$ cat config.mk
export PLATFORM = sky130hd
export DESIGN_NAME = csr_handler
export DESIGN_NICKNAME = d
export VERILOG_FILES = /design/src/hw/csr_handler.v
export VERILOG_INCLUDE_DIRS = /design/src /design/src/hw
export SDC_FILE = /design/constraint.sdc
export NUM_CORES = 2
export LEC_CHECK = 0
export CAP_MARGIN = 20
export CORE_MARGIN = 1.5
export CORE_UTILIZATION = 50
export CTS_CLUSTER_DIAMETER = 150
export CTS_CLUSTER_SIZE = 12
export DETAILED_ROUTE_END_ITERATION = 6
export DONT_BUFFER_PORTS = 1
export SETUP_SLACK_MARGIN = 0.15
export SYNTH_ARGS = -nofsm -noshare
export SYNTH_HDL_FRONTEND = slang
export SYNTH_SLANG_ARGS = --single-unit
$ cat constraint.sdc
create_clock -name aclk -period 13.2 [get_ports aclk]
set_input_delay 1.32 -clock aclk [delete_from_list [all_inputs] [get_ports aclk]]
set_output_delay 1.32 -clock aclk [all_outputs]
set_load 0.005 [all_outputs]
$ cat src/hw/csr_defs.vh
// Purpose: Constants for the card state park and resume command handler
// Assumes: Command bytes arrive already deframed from the card interface
// Notes: Status words are two bytes, first byte in the upper half
`ifndef CSR_DEFS_VH
`define CSR_DEFS_VH
// ==========================================
// Status words
`define CSR_SW_OK 16'h9000
`define CSR_SW_COND 16'h6985
`define CSR_SW_TOKEN 16'h6982
`define CSR_SW_MINBIG 16'h9864
`define CSR_SW_PARAM 16'h6b00
// ==========================================
// Command layout
`define CSR_PARK_LC 8'h04
`define CSR_PARK_LE 8'h0a
`define CSR_RESUME_LC 8'h08
`define CSR_P1_OP_BIT 0
`define CSR_SELECT_BY_NAME 8'h04
`define CSR_TOKEN_BYTES 8
`define CSR_RESP_BYTES 4'ha
// ==========================================
// Reset values
`define CSR_MAXDUR_RST 16'h0418
`define CSR_LFSR_SEED 64'h0000000000000001
// ==========================================
// Duration units
`define CSR_UNIT_SEC 8'h00
`define CSR_UNIT_10DAY 8'h04
// ==========================================
// Command classes seen from the decoder
`define CSR_CMD_PARK 3'h0
`define CSR_CMD_SELECT 3'h1
`define CSR_CMD_READ_BIN 3'h2
`define CSR_CMD_READ_REC 3'h3
`define CSR_CMD_CAPDECL 3'h4
`define CSR_CMD_OTHER 3'h7
// ==========================================
// Register map (AXI4-Lite byte addresses)
`define CSR_A_CTRL 4'h0
`define CSR_A_STATUS 4'h4
`define CSR_A_MAXDUR 4'h8
`define CSR_A_SEED 4'hc
`endif

$ cat src/hw/csr_handler.v
// Purpose: Executes state park and resume commands inside the card
// Assumes: Command bytes come from card logic on aclk; nonvolatile store is external
// Notes: Store requests pulse for one cycle; store completion is assumed immediate
//
// The register addresses and the AXI4-Lite slave port were decided locally.
`timescale 1ns/1ps
`include "csr_defs.vh"

module csr_handler #(
	parameter STATE_W = 64
) (
	// Clock and reset
	input wire aclk,
	input wire aresetn,
	// Command from card interface: header then data bytes
	input wire cmd_valid,
	input wire [2:0] cmd_class,
	input wire [7:0] cmd_p1,
	input wire [7:0] cmd_p2,
	input wire [7:0] cmd_lc,
	input wire [7:0] cmd_le,
	input wire [95:0] cmd_data,
	output wire cmd_ready,
	// Response to card interface
	output reg rsp_valid,
	output reg [15:0] rsp_sw,
	output reg [79:0] rsp_data,
	output reg [3:0] rsp_len,
	output reg rsp_proactive_ok,
	// Session conditions
	input wire proactive_active,
	input wire bic_open,
	input wire secure_in_use,
	// Live card state and nonvolatile image
	input wire [STATE_W-1:0] live_state,
	output reg [STATE_W-1:0] saved_state,
	output reg save_pulse,
	output reg restore_pulse,
	output reg discard_pulse,
	output reg erase_pulse,
	// AXI4-Lite slave
	input wire [3:0] s_axi_awaddr,
	input wire s_axi_awvalid,
	output wire s_axi_awready,
	input wire [31:0] s_axi_wdata,
	input wire [3:0] s_axi_wstrb,
	input wire s_axi_wvalid,
	output wire s_axi_wready,
	output reg [1:0] s_axi_bresp,
	output reg s_axi_bvalid,
	input wire s_axi_bready,
	input wire [3:0] s_axi_araddr,
	input wire s_axi_arvalid,
	output wire s_axi_arready,
	output reg [31:0] s_axi_rdata,
	output reg [1:0] s_axi_rresp,
	output reg s_axi_rvalid,
	input wire s_axi_rready
);
	// ==========================================
	// Duration helpers
	// Rank a two-byte duration in seconds so that units can be compared
	function [31:0] dur_sec;
		input [15:0] d;
		reg [31:0] mul;
		begin
			mul = 32'd1;
			case (d[15:8])
				8'h01: mul = 32'd60;
				8'h02: mul = 32'd3600;
				8'h03: mul = 32'd86400;
				8'h04: mul = 32'd864000;
				default: mul = 32'd1;
			endcase
			dur_sec = mul * {24'h000000, d[7:0]};
		end
	endfunction

	function unit_ok;
		input [15:0] d;
		begin
			unit_ok = (d[15:8] <= `CSR_UNIT_10DAY);
		end
	endfunction

	// ==========================================
	// Registers
	reg ctrl_deny_q;
	reg [15:0] max_dur_q;
	reg [63:0] lfsr_q;
	reg [63:0] token_q;
	reg held_q;
	// Counters wrap; software reads them only as a rough health view
	reg [7:0] cnt_park_q;
	reg [7:0] cnt_fail_q;

	wire [15:0] min_req = cmd_data[95:80];
	wire [15:0] max_req = cmd_data[79:64];
	wire [63:0] rx_token = cmd_data[95:32];
	wire is_resume = cmd_p1[`CSR_P1_OP_BIT];
	// Reserved P1 bits and a nonzero P2 are refused before any state changes
	wire p1_bad = (cmd_p1[7:1] != 7'h00) || (cmd_p2 != 8'h00);
	// Grant the terminal maximum when it fits, else its minimum: both lie in range
	wire [15:0] grant = (dur_sec(max_req) <= dur_sec(max_dur_q)) ? max_req : min_req;
	wire allowed_pre = (cmd_class == `CSR_CMD_READ_BIN) || (cmd_class == `CSR_CMD_READ_REC) ||
		(cmd_class == `CSR_CMD_CAPDECL) ||
		((cmd_class == `CSR_CMD_SELECT) && (cmd_p1 != `CSR_SELECT_BY_NAME));

	// ==========================================
	// Refusal decoding
	// Busy checks outrank the duration check so a busy card never reveals its limit
	wire park_busy = proactive_active || bic_open || secure_in_use;
	wire dur_bad = !unit_ok(min_req) || !unit_ok(max_req) ||
		(dur_sec(min_req) > dur_sec(max_dur_q));

	// Every command is answered in one cycle, so the interface never stalls
	assign cmd_ready = 1'b1;

	// ==========================================
	// Command execution; one-cycle turnaround
	always @(posedge aclk) begin
		if (!aresetn) begin
			rsp_valid <= 1'b0;
			rsp_sw <= 16'h0000;
			rsp_data <= 80'h0;
			rsp_len <= 4'h0;
			rsp_proactive_ok <= 1'b1;
			saved_state <= {STATE_W{1'b0}};
			save_pulse <= 1'b0;
			restore_pulse <= 1'b0;
			discard_pulse <= 1'b0;
			erase_pulse <= 1'b0;
			token_q <= 64'h0;
			held_q <= 1'b0;
			lfsr_q <= `CSR_LFSR_SEED;
			cnt_park_q <= 8'h00;
			cnt_fail_q <= 8'h00;
		end else begin
			// Free-running LFSR from the fixed reset seed; software writes to the seed address are ignored
			lfsr_q <= {lfsr_q[62:0], lfsr_q[63] ^ lfsr_q[62] ^ lfsr_q[60] ^ lfsr_q[59]};
			rsp_valid <= 1'b0;
			save_pulse <= 1'b0;
			restore_pulse <= 1'b0;
			discard_pulse <= 1'b0;
			erase_pulse <= 1'b0;
			// A refused command still answers in one cycle, with its own status word and no response data
			if (cmd_valid) begin
				rsp_valid <= 1'b1;
				rsp_len <= 4'h0;
				rsp_data <= 80'h0;
				rsp_proactive_ok <= 1'b1;
				rsp_sw <= `CSR_SW_OK;
				if (cmd_class == `CSR_CMD_PARK) begin
					if (p1_bad) begin
						rsp_sw <= `CSR_SW_PARAM;
						cnt_fail_q <= cnt_fail_q + 8'h01;
					end else if (is_resume) begin
						// A resume with valid P1 and P2 ends the held state, so a guessed token gets one try only
						held_q <= 1'b0;
						erase_pulse <= held_q;
						if (!held_q) begin
							rsp_sw <= `CSR_SW_COND;
							cnt_fail_q <= cnt_fail_q + 8'h01;
						end else if (rx_token != token_q) begin
							rsp_sw <= `CSR_SW_TOKEN;
							cnt_fail_q <= cnt_fail_q + 8'h01;
						end else begin
							restore_pulse <= 1'b1;
							discard_pulse <= 1'b1;
						end
					end else if (park_busy) begin
						rsp_sw <= `CSR_SW_COND;
						cnt_fail_q <= cnt_fail_q + 8'h01;
					end else if (ctrl_deny_q) begin
						rsp_sw <= `CSR_SW_COND;
						cnt_fail_q <= cnt_fail_q + 8'h01;
					end else if (dur_bad) begin
						rsp_sw <= `CSR_SW_MINBIG;
						cnt_fail_q <= cnt_fail_q + 8'h01;
					end else begin
						// Token is this cycle's LFSR word, never seen by the terminal before
						token_q <= lfsr_q;
						saved_state <= live_state;
						save_pulse <= 1'b1;
						held_q <= 1'b1;
						rsp_data <= {grant, lfsr_q};
						rsp_len <= `CSR_RESP_BYTES;
						rsp_proactive_ok <= 1'b0;
						cnt_park_q <= cnt_park_q + 8'h01;
					end
				end else if (held_q && !allowed_pre) begin
					held_q <= 1'b0;
					erase_pulse <= 1'b1;
				end else if (held_q) begin
					// Allowed command: held state kept, its effects dropped on a good resume
				end
			end
		end
	end

	// ==========================================
	// AXI4-Lite slave: write when both address and data present
	// Unmapped addresses answer with a slave error so stray accesses show up
	reg [3:0] aw_q;
	reg aw_have_q;
	reg [31:0] w_q;
	reg w_have_q;
	assign s_axi_awready = !aw_have_q && !s_axi_bvalid;
	assign s_axi_wready = !w_have_q && !s_axi_bvalid;
	assign s_axi_arready = !s_axi_rvalid;
	wire [3:0] wa = aw_have_q ? aw_q : s_axi_awaddr;
	wire [31:0] wd = w_have_q ? w_q : s_axi_wdata;
	wire aw_ok = aw_have_q || (s_axi_awvalid && s_axi_awready);
	wire w_ok = w_have_q || (s_axi_wvalid && s_axi_wready);

	always @(posedge aclk) begin
		if (!aresetn) begin
			aw_q <= 4'h0;
			aw_have_q <= 1'b0;
			w_q <= 32'h0;
			w_have_q <= 1'b0;
			s_axi_bvalid <= 1'b0;
			s_axi_bresp <= 2'b00;
			s_axi_rvalid <= 1'b0;
			s_axi_rresp <= 2'b00;
			s_axi_rdata <= 32'h0;
			ctrl_deny_q <= 1'b0;
			max_dur_q <= `CSR_MAXDUR_RST;
		end else begin
			if (s_axi_bvalid && s_axi_bready)
				s_axi_bvalid <= 1'b0;
			if (s_axi_rvalid && s_axi_rready)
				s_axi_rvalid <= 1'b0;
			if (aw_ok && w_ok) begin
				aw_have_q <= 1'b0;
				w_have_q <= 1'b0;
				s_axi_bvalid <= 1'b1;
				s_axi_bresp <= 2'b00;
				case (wa)
					`CSR_A_CTRL: begin
						if (s_axi_wstrb[0])
							ctrl_deny_q <= wd[0];
					end
					`CSR_A_MAXDUR: begin
						if (s_axi_wstrb[0])
							max_dur_q[7:0] <= wd[7:0];
						if (s_axi_wstrb[1])
							max_dur_q[15:8] <= wd[15:8];
					end
					`CSR_A_STATUS: s_axi_bresp <= 2'b00;
					`CSR_A_SEED: s_axi_bresp <= 2'b00;
					default: s_axi_bresp <= 2'b10;
				endcase
			end else begin
				if (s_axi_awvalid && s_axi_awready) begin
					aw_q <= s_axi_awaddr;
					aw_have_q <= 1'b1;
				end
				if (s_axi_wvalid && s_axi_wready) begin
					w_q <= s_axi_wdata;
					w_have_q <= 1'b1;
				end
			end
			if (s_axi_arvalid && s_axi_arready) begin
				s_axi_rvalid <= 1'b1;
				s_axi_rresp <= 2'b00;
				case (s_axi_araddr)
					`CSR_A_CTRL: s_axi_rdata <= {31'h0, ctrl_deny_q};
					`CSR_A_STATUS: s_axi_rdata <= {15'h0, held_q, cnt_fail_q, cnt_park_q};
					`CSR_A_MAXDUR: s_axi_rdata <= {16'h0, max_dur_q};
					`CSR_A_SEED: s_axi_rdata <= lfsr_q[31:0];
					default: begin
						s_axi_rdata <= 32'h0;
						s_axi_rresp <= 2'b10;
					end
				endcase
			end
		end
	end
endmodule

-- Word-level counts from Yosys, hierarchy flattened
Cells that the tools add are included.
- bits in registers: 391
- input port bits: 250
- output and inout bits: 212
- word-level logic and storage cells: 187
- $add $sub $neg: 2
- multipliers: 3
- order comparisons: 4
- equality and inequality tests: 29
- multiplexer cells: 60
- bitwise operators: 13
- reduce and logical (&&, ||, !) cells: 50
- operators by type and width (operator ; number):
    $mux W80 ; 6
    $pmux W20 S4 ; 3
    $mux W16 ; 9
    $pmux W32 S4 ; 1
    $mul A32 B8 Y32 ; 3
    $ne A64 B64 Y1 ; 1
    $mux W8 ; 7
    $eq A8 B2 Y1 const B ; 6
    $gt A32 B32 Y1 ; 1
    $le A32 B32 Y1 ; 1
    $mux W4 ; 7
    $eq A8 B1 Y1 const B ; 3
    $eq A8 B3 Y1 const B ; 3
    $mux W1 ; 24
    $add A8 B1 Y8 const B ; 2
    $eq A4 B4 Y1 const B ; 4
    $le A8 B3 Y1 const B ; 2
    $mux W12 ; 1
    $logic_and A1 B1 Y1 ; 10
    $logic_or A1 B1 Y1 ; 10
    $not A1 Y1 ; 10
    $ne A3 B3 Y1 const B ; 3
    $reduce_and A3 Y1 ; 3
    $eq A4 B3 Y1 const B ; 2
    other kinds (23) ; 39

-- Logic depth before layout (Yosys ltp)
- depth after elaboration: 11
- mapped depth: 42
- mapped depth without buffers: 38

-- Worst setup path before layout
No wires, ideal clock.
- path type: input to register
- start: input cmd_data[93]
- end: register saved_state[63]
- setup time: 0.139 ns
- arrival: 8.941 ns
- data required time: 13.061 ns
- setup slack: 4.120 ns
- stages on the path: 37
- buffers on the path: 4
- path through: nor4_1 > nand2b_1 > nor2_1 > and3_1 > clkbuf_1 > and2_1 > inv_1 > nand2b_1 > fa_1 > fa_1 > fa_1 > fa_1 > ha_1 > a211oi_1 > o21ai_1 > a21oi_1 > nor2b_1 > o21a_1 > o21ai_0 > nand2b_1 > a21oi_1 > xnor2_1 > ha_1 > nand4_1 > or4_1 > a21o_1 > o2111a_1 > o31ai_1 > and3_1 > a311oi_1 > a21o_1 > a21o_1 > buf_4 > buf_12 > buf_6 > nand3_2 > a21oi_2
- longest elaborated chain between the ends: 7
- elaborated cells on any way between the ends: 13
- classes of those cells: mul: 1; order compare: 2; eq/ne: 4; mux: 1; bitwise: 1; reduce/logical: 4
- RTL lines (what ; RTL line ; source):
    from (decl) ; csr_handler.v:22 ; input wire [95:0] cmd_data,
    $eq A8 B3 Y1, or another cell as far along ; csr_handler.v:68 ; case (d[15:8])
    $pmux W20 S4 ; csr_handler.v:68 ;
    $mul A32 B8 Y32 ; csr_handler.v:75 ; dur_sec = mul * {24'h000000, d[7:0]};
    $gt A32 B32 Y1 ; csr_handler.v:114 ; (dur_sec(min_req) > dur_sec(max_dur_q));
    $logic_or A1 B1 Y1 * ; csr_handler.v:113 ; wire dur_bad = !unit_ok(min_req) || !unit_ok(max_req) ||
    $not A1 Y1 (no source line) * ; - ;
    $reduce_and A7 Y1 (no source line) * ; - ;
    to (signal assigned) ; csr_handler.v:128 ; saved_state <= {STATE_W{1'b0}};
    to (signal assigned) ; csr_handler.v:183 ; saved_state <= live_state;
    to (decl) ; csr_handler.v:36 ; output reg [STATE_W-1:0] saved_state,
Mark *: on every way between the ends. The rest lies on a longest branch, timed or not.
A chain may end at the register's enable or synchronous reset.

-- Final worst setup path
- start: input cmd_data[93]
- end: register rsp_data[25]
- longest elaborated chain between the ends: 11
- elaborated cells on any way between the ends: 17
- classes of those cells: mul: 1; order compare: 2; eq/ne: 4; mux: 7; reduce/logical: 3
- RTL lines (what ; RTL line ; source):
    $eq A8 B3 Y1, or another cell as far along ; csr_handler.v:68 ;
    $pmux W20 S4 ; csr_handler.v:68 ;
    $mul A32 B8 Y32 ; csr_handler.v:75 ;
    $gt A32 B32 Y1 ; csr_handler.v:114 ;
    $logic_or A1 B1 Y1 * ; csr_handler.v:113 ;
    $mux W80 * ; csr_handler.v:177 ; end else if (dur_bad) begin
    $mux W80 * ; csr_handler.v:174 ; end else if (ctrl_deny_q) begin
    $mux W80 * ; csr_handler.v:171 ; end else if (park_busy) begin
    $mux W80 * ; csr_handler.v:157 ; end else if (is_resume) begin
    $mux W80 * ; csr_handler.v:154 ; if (p1_bad) begin
    $mux W80 * ; csr_handler.v:153 ; if (cmd_class == `CSR_CMD_PARK) begin
    to (signal assigned) ; csr_handler.v:186 ; rsp_data <= {grant, lfsr_q};
    to (decl) ; csr_handler.v:27 ; output reg [79:0] rsp_data,
Marked as above.

==> impl_metrics.yaml <==
critical_path:
  cp-start-kind: "primary input"
  crit_path_max_incr_delay_ps: 940
  required_ps: 13670
  path_max_fanout: 34
  crit_top_cell: "fa_1"
  critical_path_class: "in2reg"
  crit_buf_inv: 2
  crit_slowest_cell: "nor2b_4"
  worstSetupEndpointType: "register"
  arrival_ps: 11440
  worstSetupStartpoint: "cmd_data[93]"
  r2r_start: "max_dur_q[11]$_SDFFE_PN0P_"
  cp_top_family: "simple AND/OR/NAND/NOR gates"
yosys:
  synthCells: 3195
  synth_top_family_by_area: "adder cells"
  synth_simple_gate_area_frac: 0.165
  synth-seq-cells: 379
  synth_ff_type: "dfxtp_1"
  synth_top_cell_area_share: 0.261
  synth.distinct_cells: 85
  yosys.area.top_type: "dfxtp_1"
  netlist_area_um2: 29100
  synth_fa_ha_area_frac: 0.275
  synth_edf_count: 0
  synth_xor_area_frac: 0.0441
  synth.yosys.seq_area_share: 0.261
  synthArstFlopShare: 0
  synth_area_leaders: "dfxtp_1 (26%), fa_1 (15%), ha_1 (12%)"
  synth_compound_area_frac: 0.151
  synth_mux_area_frac: 0.0209
  avgSynthCellArea_um2: 9.10
  ys_warn_count: 0
hold_path:
  hold_start: "lfsr_q[54]$_SDFF_PN0_"
  min_path_type: "reg2reg"
clocking:
  clkSinkCount: 379
  htreeDepth: 2
  clockBufferDepth: 3
  cts_root_buffer: "clkbuf_16"
  path_clk_slew_ps: 60
  cts_hold_buf: 0
  clk-insertion-delay-late_ps: 550
  postCtsSetupBuffers: 0
  cts-resized-gates: 0
  cts_buffers: 37
  cts_tree: "done"
route:
  routedWlPerCell_um: 21.9
  first_iter_violations: 1501
  drtPass1Iterations: 7
  routed-via-count: 22200
  route.detailed.drc: 1
  viasPerCell: 5.75
  routed_wl_um: 84600
  drtAntennaViolNets: 0
floorplan:
  io-pin-count: 462
  die_y_um: 244
  die-width_um: 244
  die_area_um2: 59600
  start_util: 0.505
  fp.coreArea_um2: 57600
  num_rows: 88
run_status:
  violations: "design-rule violations"
  run_status: "finished, violations left"
global_routing:
  grt_pass1_wl_um: 130000
  grt_max_degree: 149
  antenna_found_initial: 2
  grtUsageTotal: 0.280
  grt_pass1_vias: 22600
  gr-total-overflow: 0
timing:
  fin_crit_sh: 0.831
  hold_violations: 0
  rsz0062_at_grt: "false"
  hold_ws_ps: 451
  fin_tns_setup_ps: 0
  slew_headroom: 0.259
  finalSetupViolCount: 0
  clock_skew_ps: 30.1
  fin_crit_ps: 10960
  max_freq_mhz: 91.2
  maxSlewViolCount: 0
  worstMarginPinSlew_ps: 1110
placement:
  dp.cells: 3817
  globalplace.congestion: 0.896
  place.detailed.hpwl_um: 65900
  place.port_buffers: 0
layout:
  stdcell_count: 3861
  fillCellCount: 5299
  layout.nets: 3847
  layout_common_cells: "inv_1 (397), dfxtp_1 (379), ha_1 (280)"
  utilization: 0.527
  area_delta_synth_final_pct: 4.39
  layout_commonest_cell: "inv_1"
  layout-drive-gt1-share: 0.0744
job:
  drv_cap: 0
power_and_ir_drop:
  leakage_nw: 13.8
  ir_worst_vdd_mv: 0.103
  p_per_area_nw_per_um2: 81.2
[final timing paths]
check                                            endpoint  slack (ps)  cells past startpoint
worst max register to register  rsp_data[25]$_SDFFE_PN0P_        2460                     31
worst min-delay path                lfsr_q[55]$_SDFF_PN0_         450                      1
worst min register to register      lfsr_q[55]$_SDFF_PN0_         450                      1
worst max-delay path            rsp_data[25]$_SDFFE_PN0P_        2240                     34
[metal layers]
| metal | track usage | wire, µm | vias up |
|---|---|---|---|
| li1 | - | - | 10500 |
| met3 | 0.0707 | 6620 | 146 |
| met1 | 0.344 | 34300 | 10900 |
| met4 | 0.0968 | 2820 | 4 |
| met5 | 0 | 30 | - |
| met2 | 0.474 | 40900 | 645 |
[metrics by stage]
stage	total power [W]	area, µm²	setup WS, ps
2_1_floorplan	0.00147	29100	4120
3_3_place_gp	0.00155	29400	1950
3_5_place_dp	0.00156	29400	1790
4_1_cts	0.00248	30300	2320
5_1_grt	0.00256	30400	1600
6_report	0.00246	30400	2240
[cells by family after synthesis]
logic type                 Yosys count
and+or+nand+nor                    863
AOI/OAI and AO/OA                  681
buffers and inverters              562
adders and majority gates          505
DFF                                379
xor gates and xnor gates           145
muxes                               58
other                                2
[synth_stat cells, types with 26 or more instances]
| cell | number |
|---|---|
| nor2_1 | 160 |
| clkbuf_1 | 103 |
| nand3_2 | 69 |
| o21ai_0 | 61 |
| ha_1 | 280 |
| o21ai_1 | 102 |
| nand2b_1 | 52 |
| xnor2_1 | 114 |
| a21oi_2 | 39 |
| nand2_1 | 138 |
| and3_1 | 35 |
| mux2i_1 | 45 |
| nand4_1 | 34 |
| nand3_1 | 110 |
| nor2b_1 | 26 |
| xor2_1 | 30 |
| fa_1 | 225 |
| inv_1 | 397 |
| a21oi_1 | 254 |
| dfxtp_1 | 379 |
| and2_1 | 148 |
| a21o_1 | 41 |
| a22o_1 | 50 |
[worst reg2reg max path, delay by kind of cell, from the launching register on]
family	cells	cell delay, ps
buf+inv	2	510
flops	1	320
compound gates	11	3090
xor+xnor	1	370
fa+ha+maj	6	2630
simple gates	11	3750
[sequential cells by signal (all words and copies together) (netlist names), 4 cells and up]
signal       cells
aw_q             4
cnt_fail_q       8
cnt_park_q       8
lfsr_q          64
max_dur_q       16
rsp_data        80
rsp_sw           9
s_axi_rdata     32
saved_state     64
token_q         64
w_q             16
[layout make-up]
cell class / count / area (µm²) / area share
diodes: 3 / 7.51 / 0.000247
well taps: 765 / 957 / 0.0315
inverters: 398 / 1500 / 0.0495
multi-input cells: 2260 / 19200 / 0.632
repair buffers: 16 / 178 / 0.00585
clock buffers: 37 / 926 / 0.0305
flip-flops and latches: 379 / 7590 / 0.250
clock inverters: 3 / 25.0 / 0.000824
[where the power goes]
group	switching, W	internal [W]	leakage (nW)
registers	0.0000122	0.00115	3.06
clock network	0.000428	0.000498	0.465
logic	0.000230	0.000144	10.3
(Power assumes the default switching activity.)
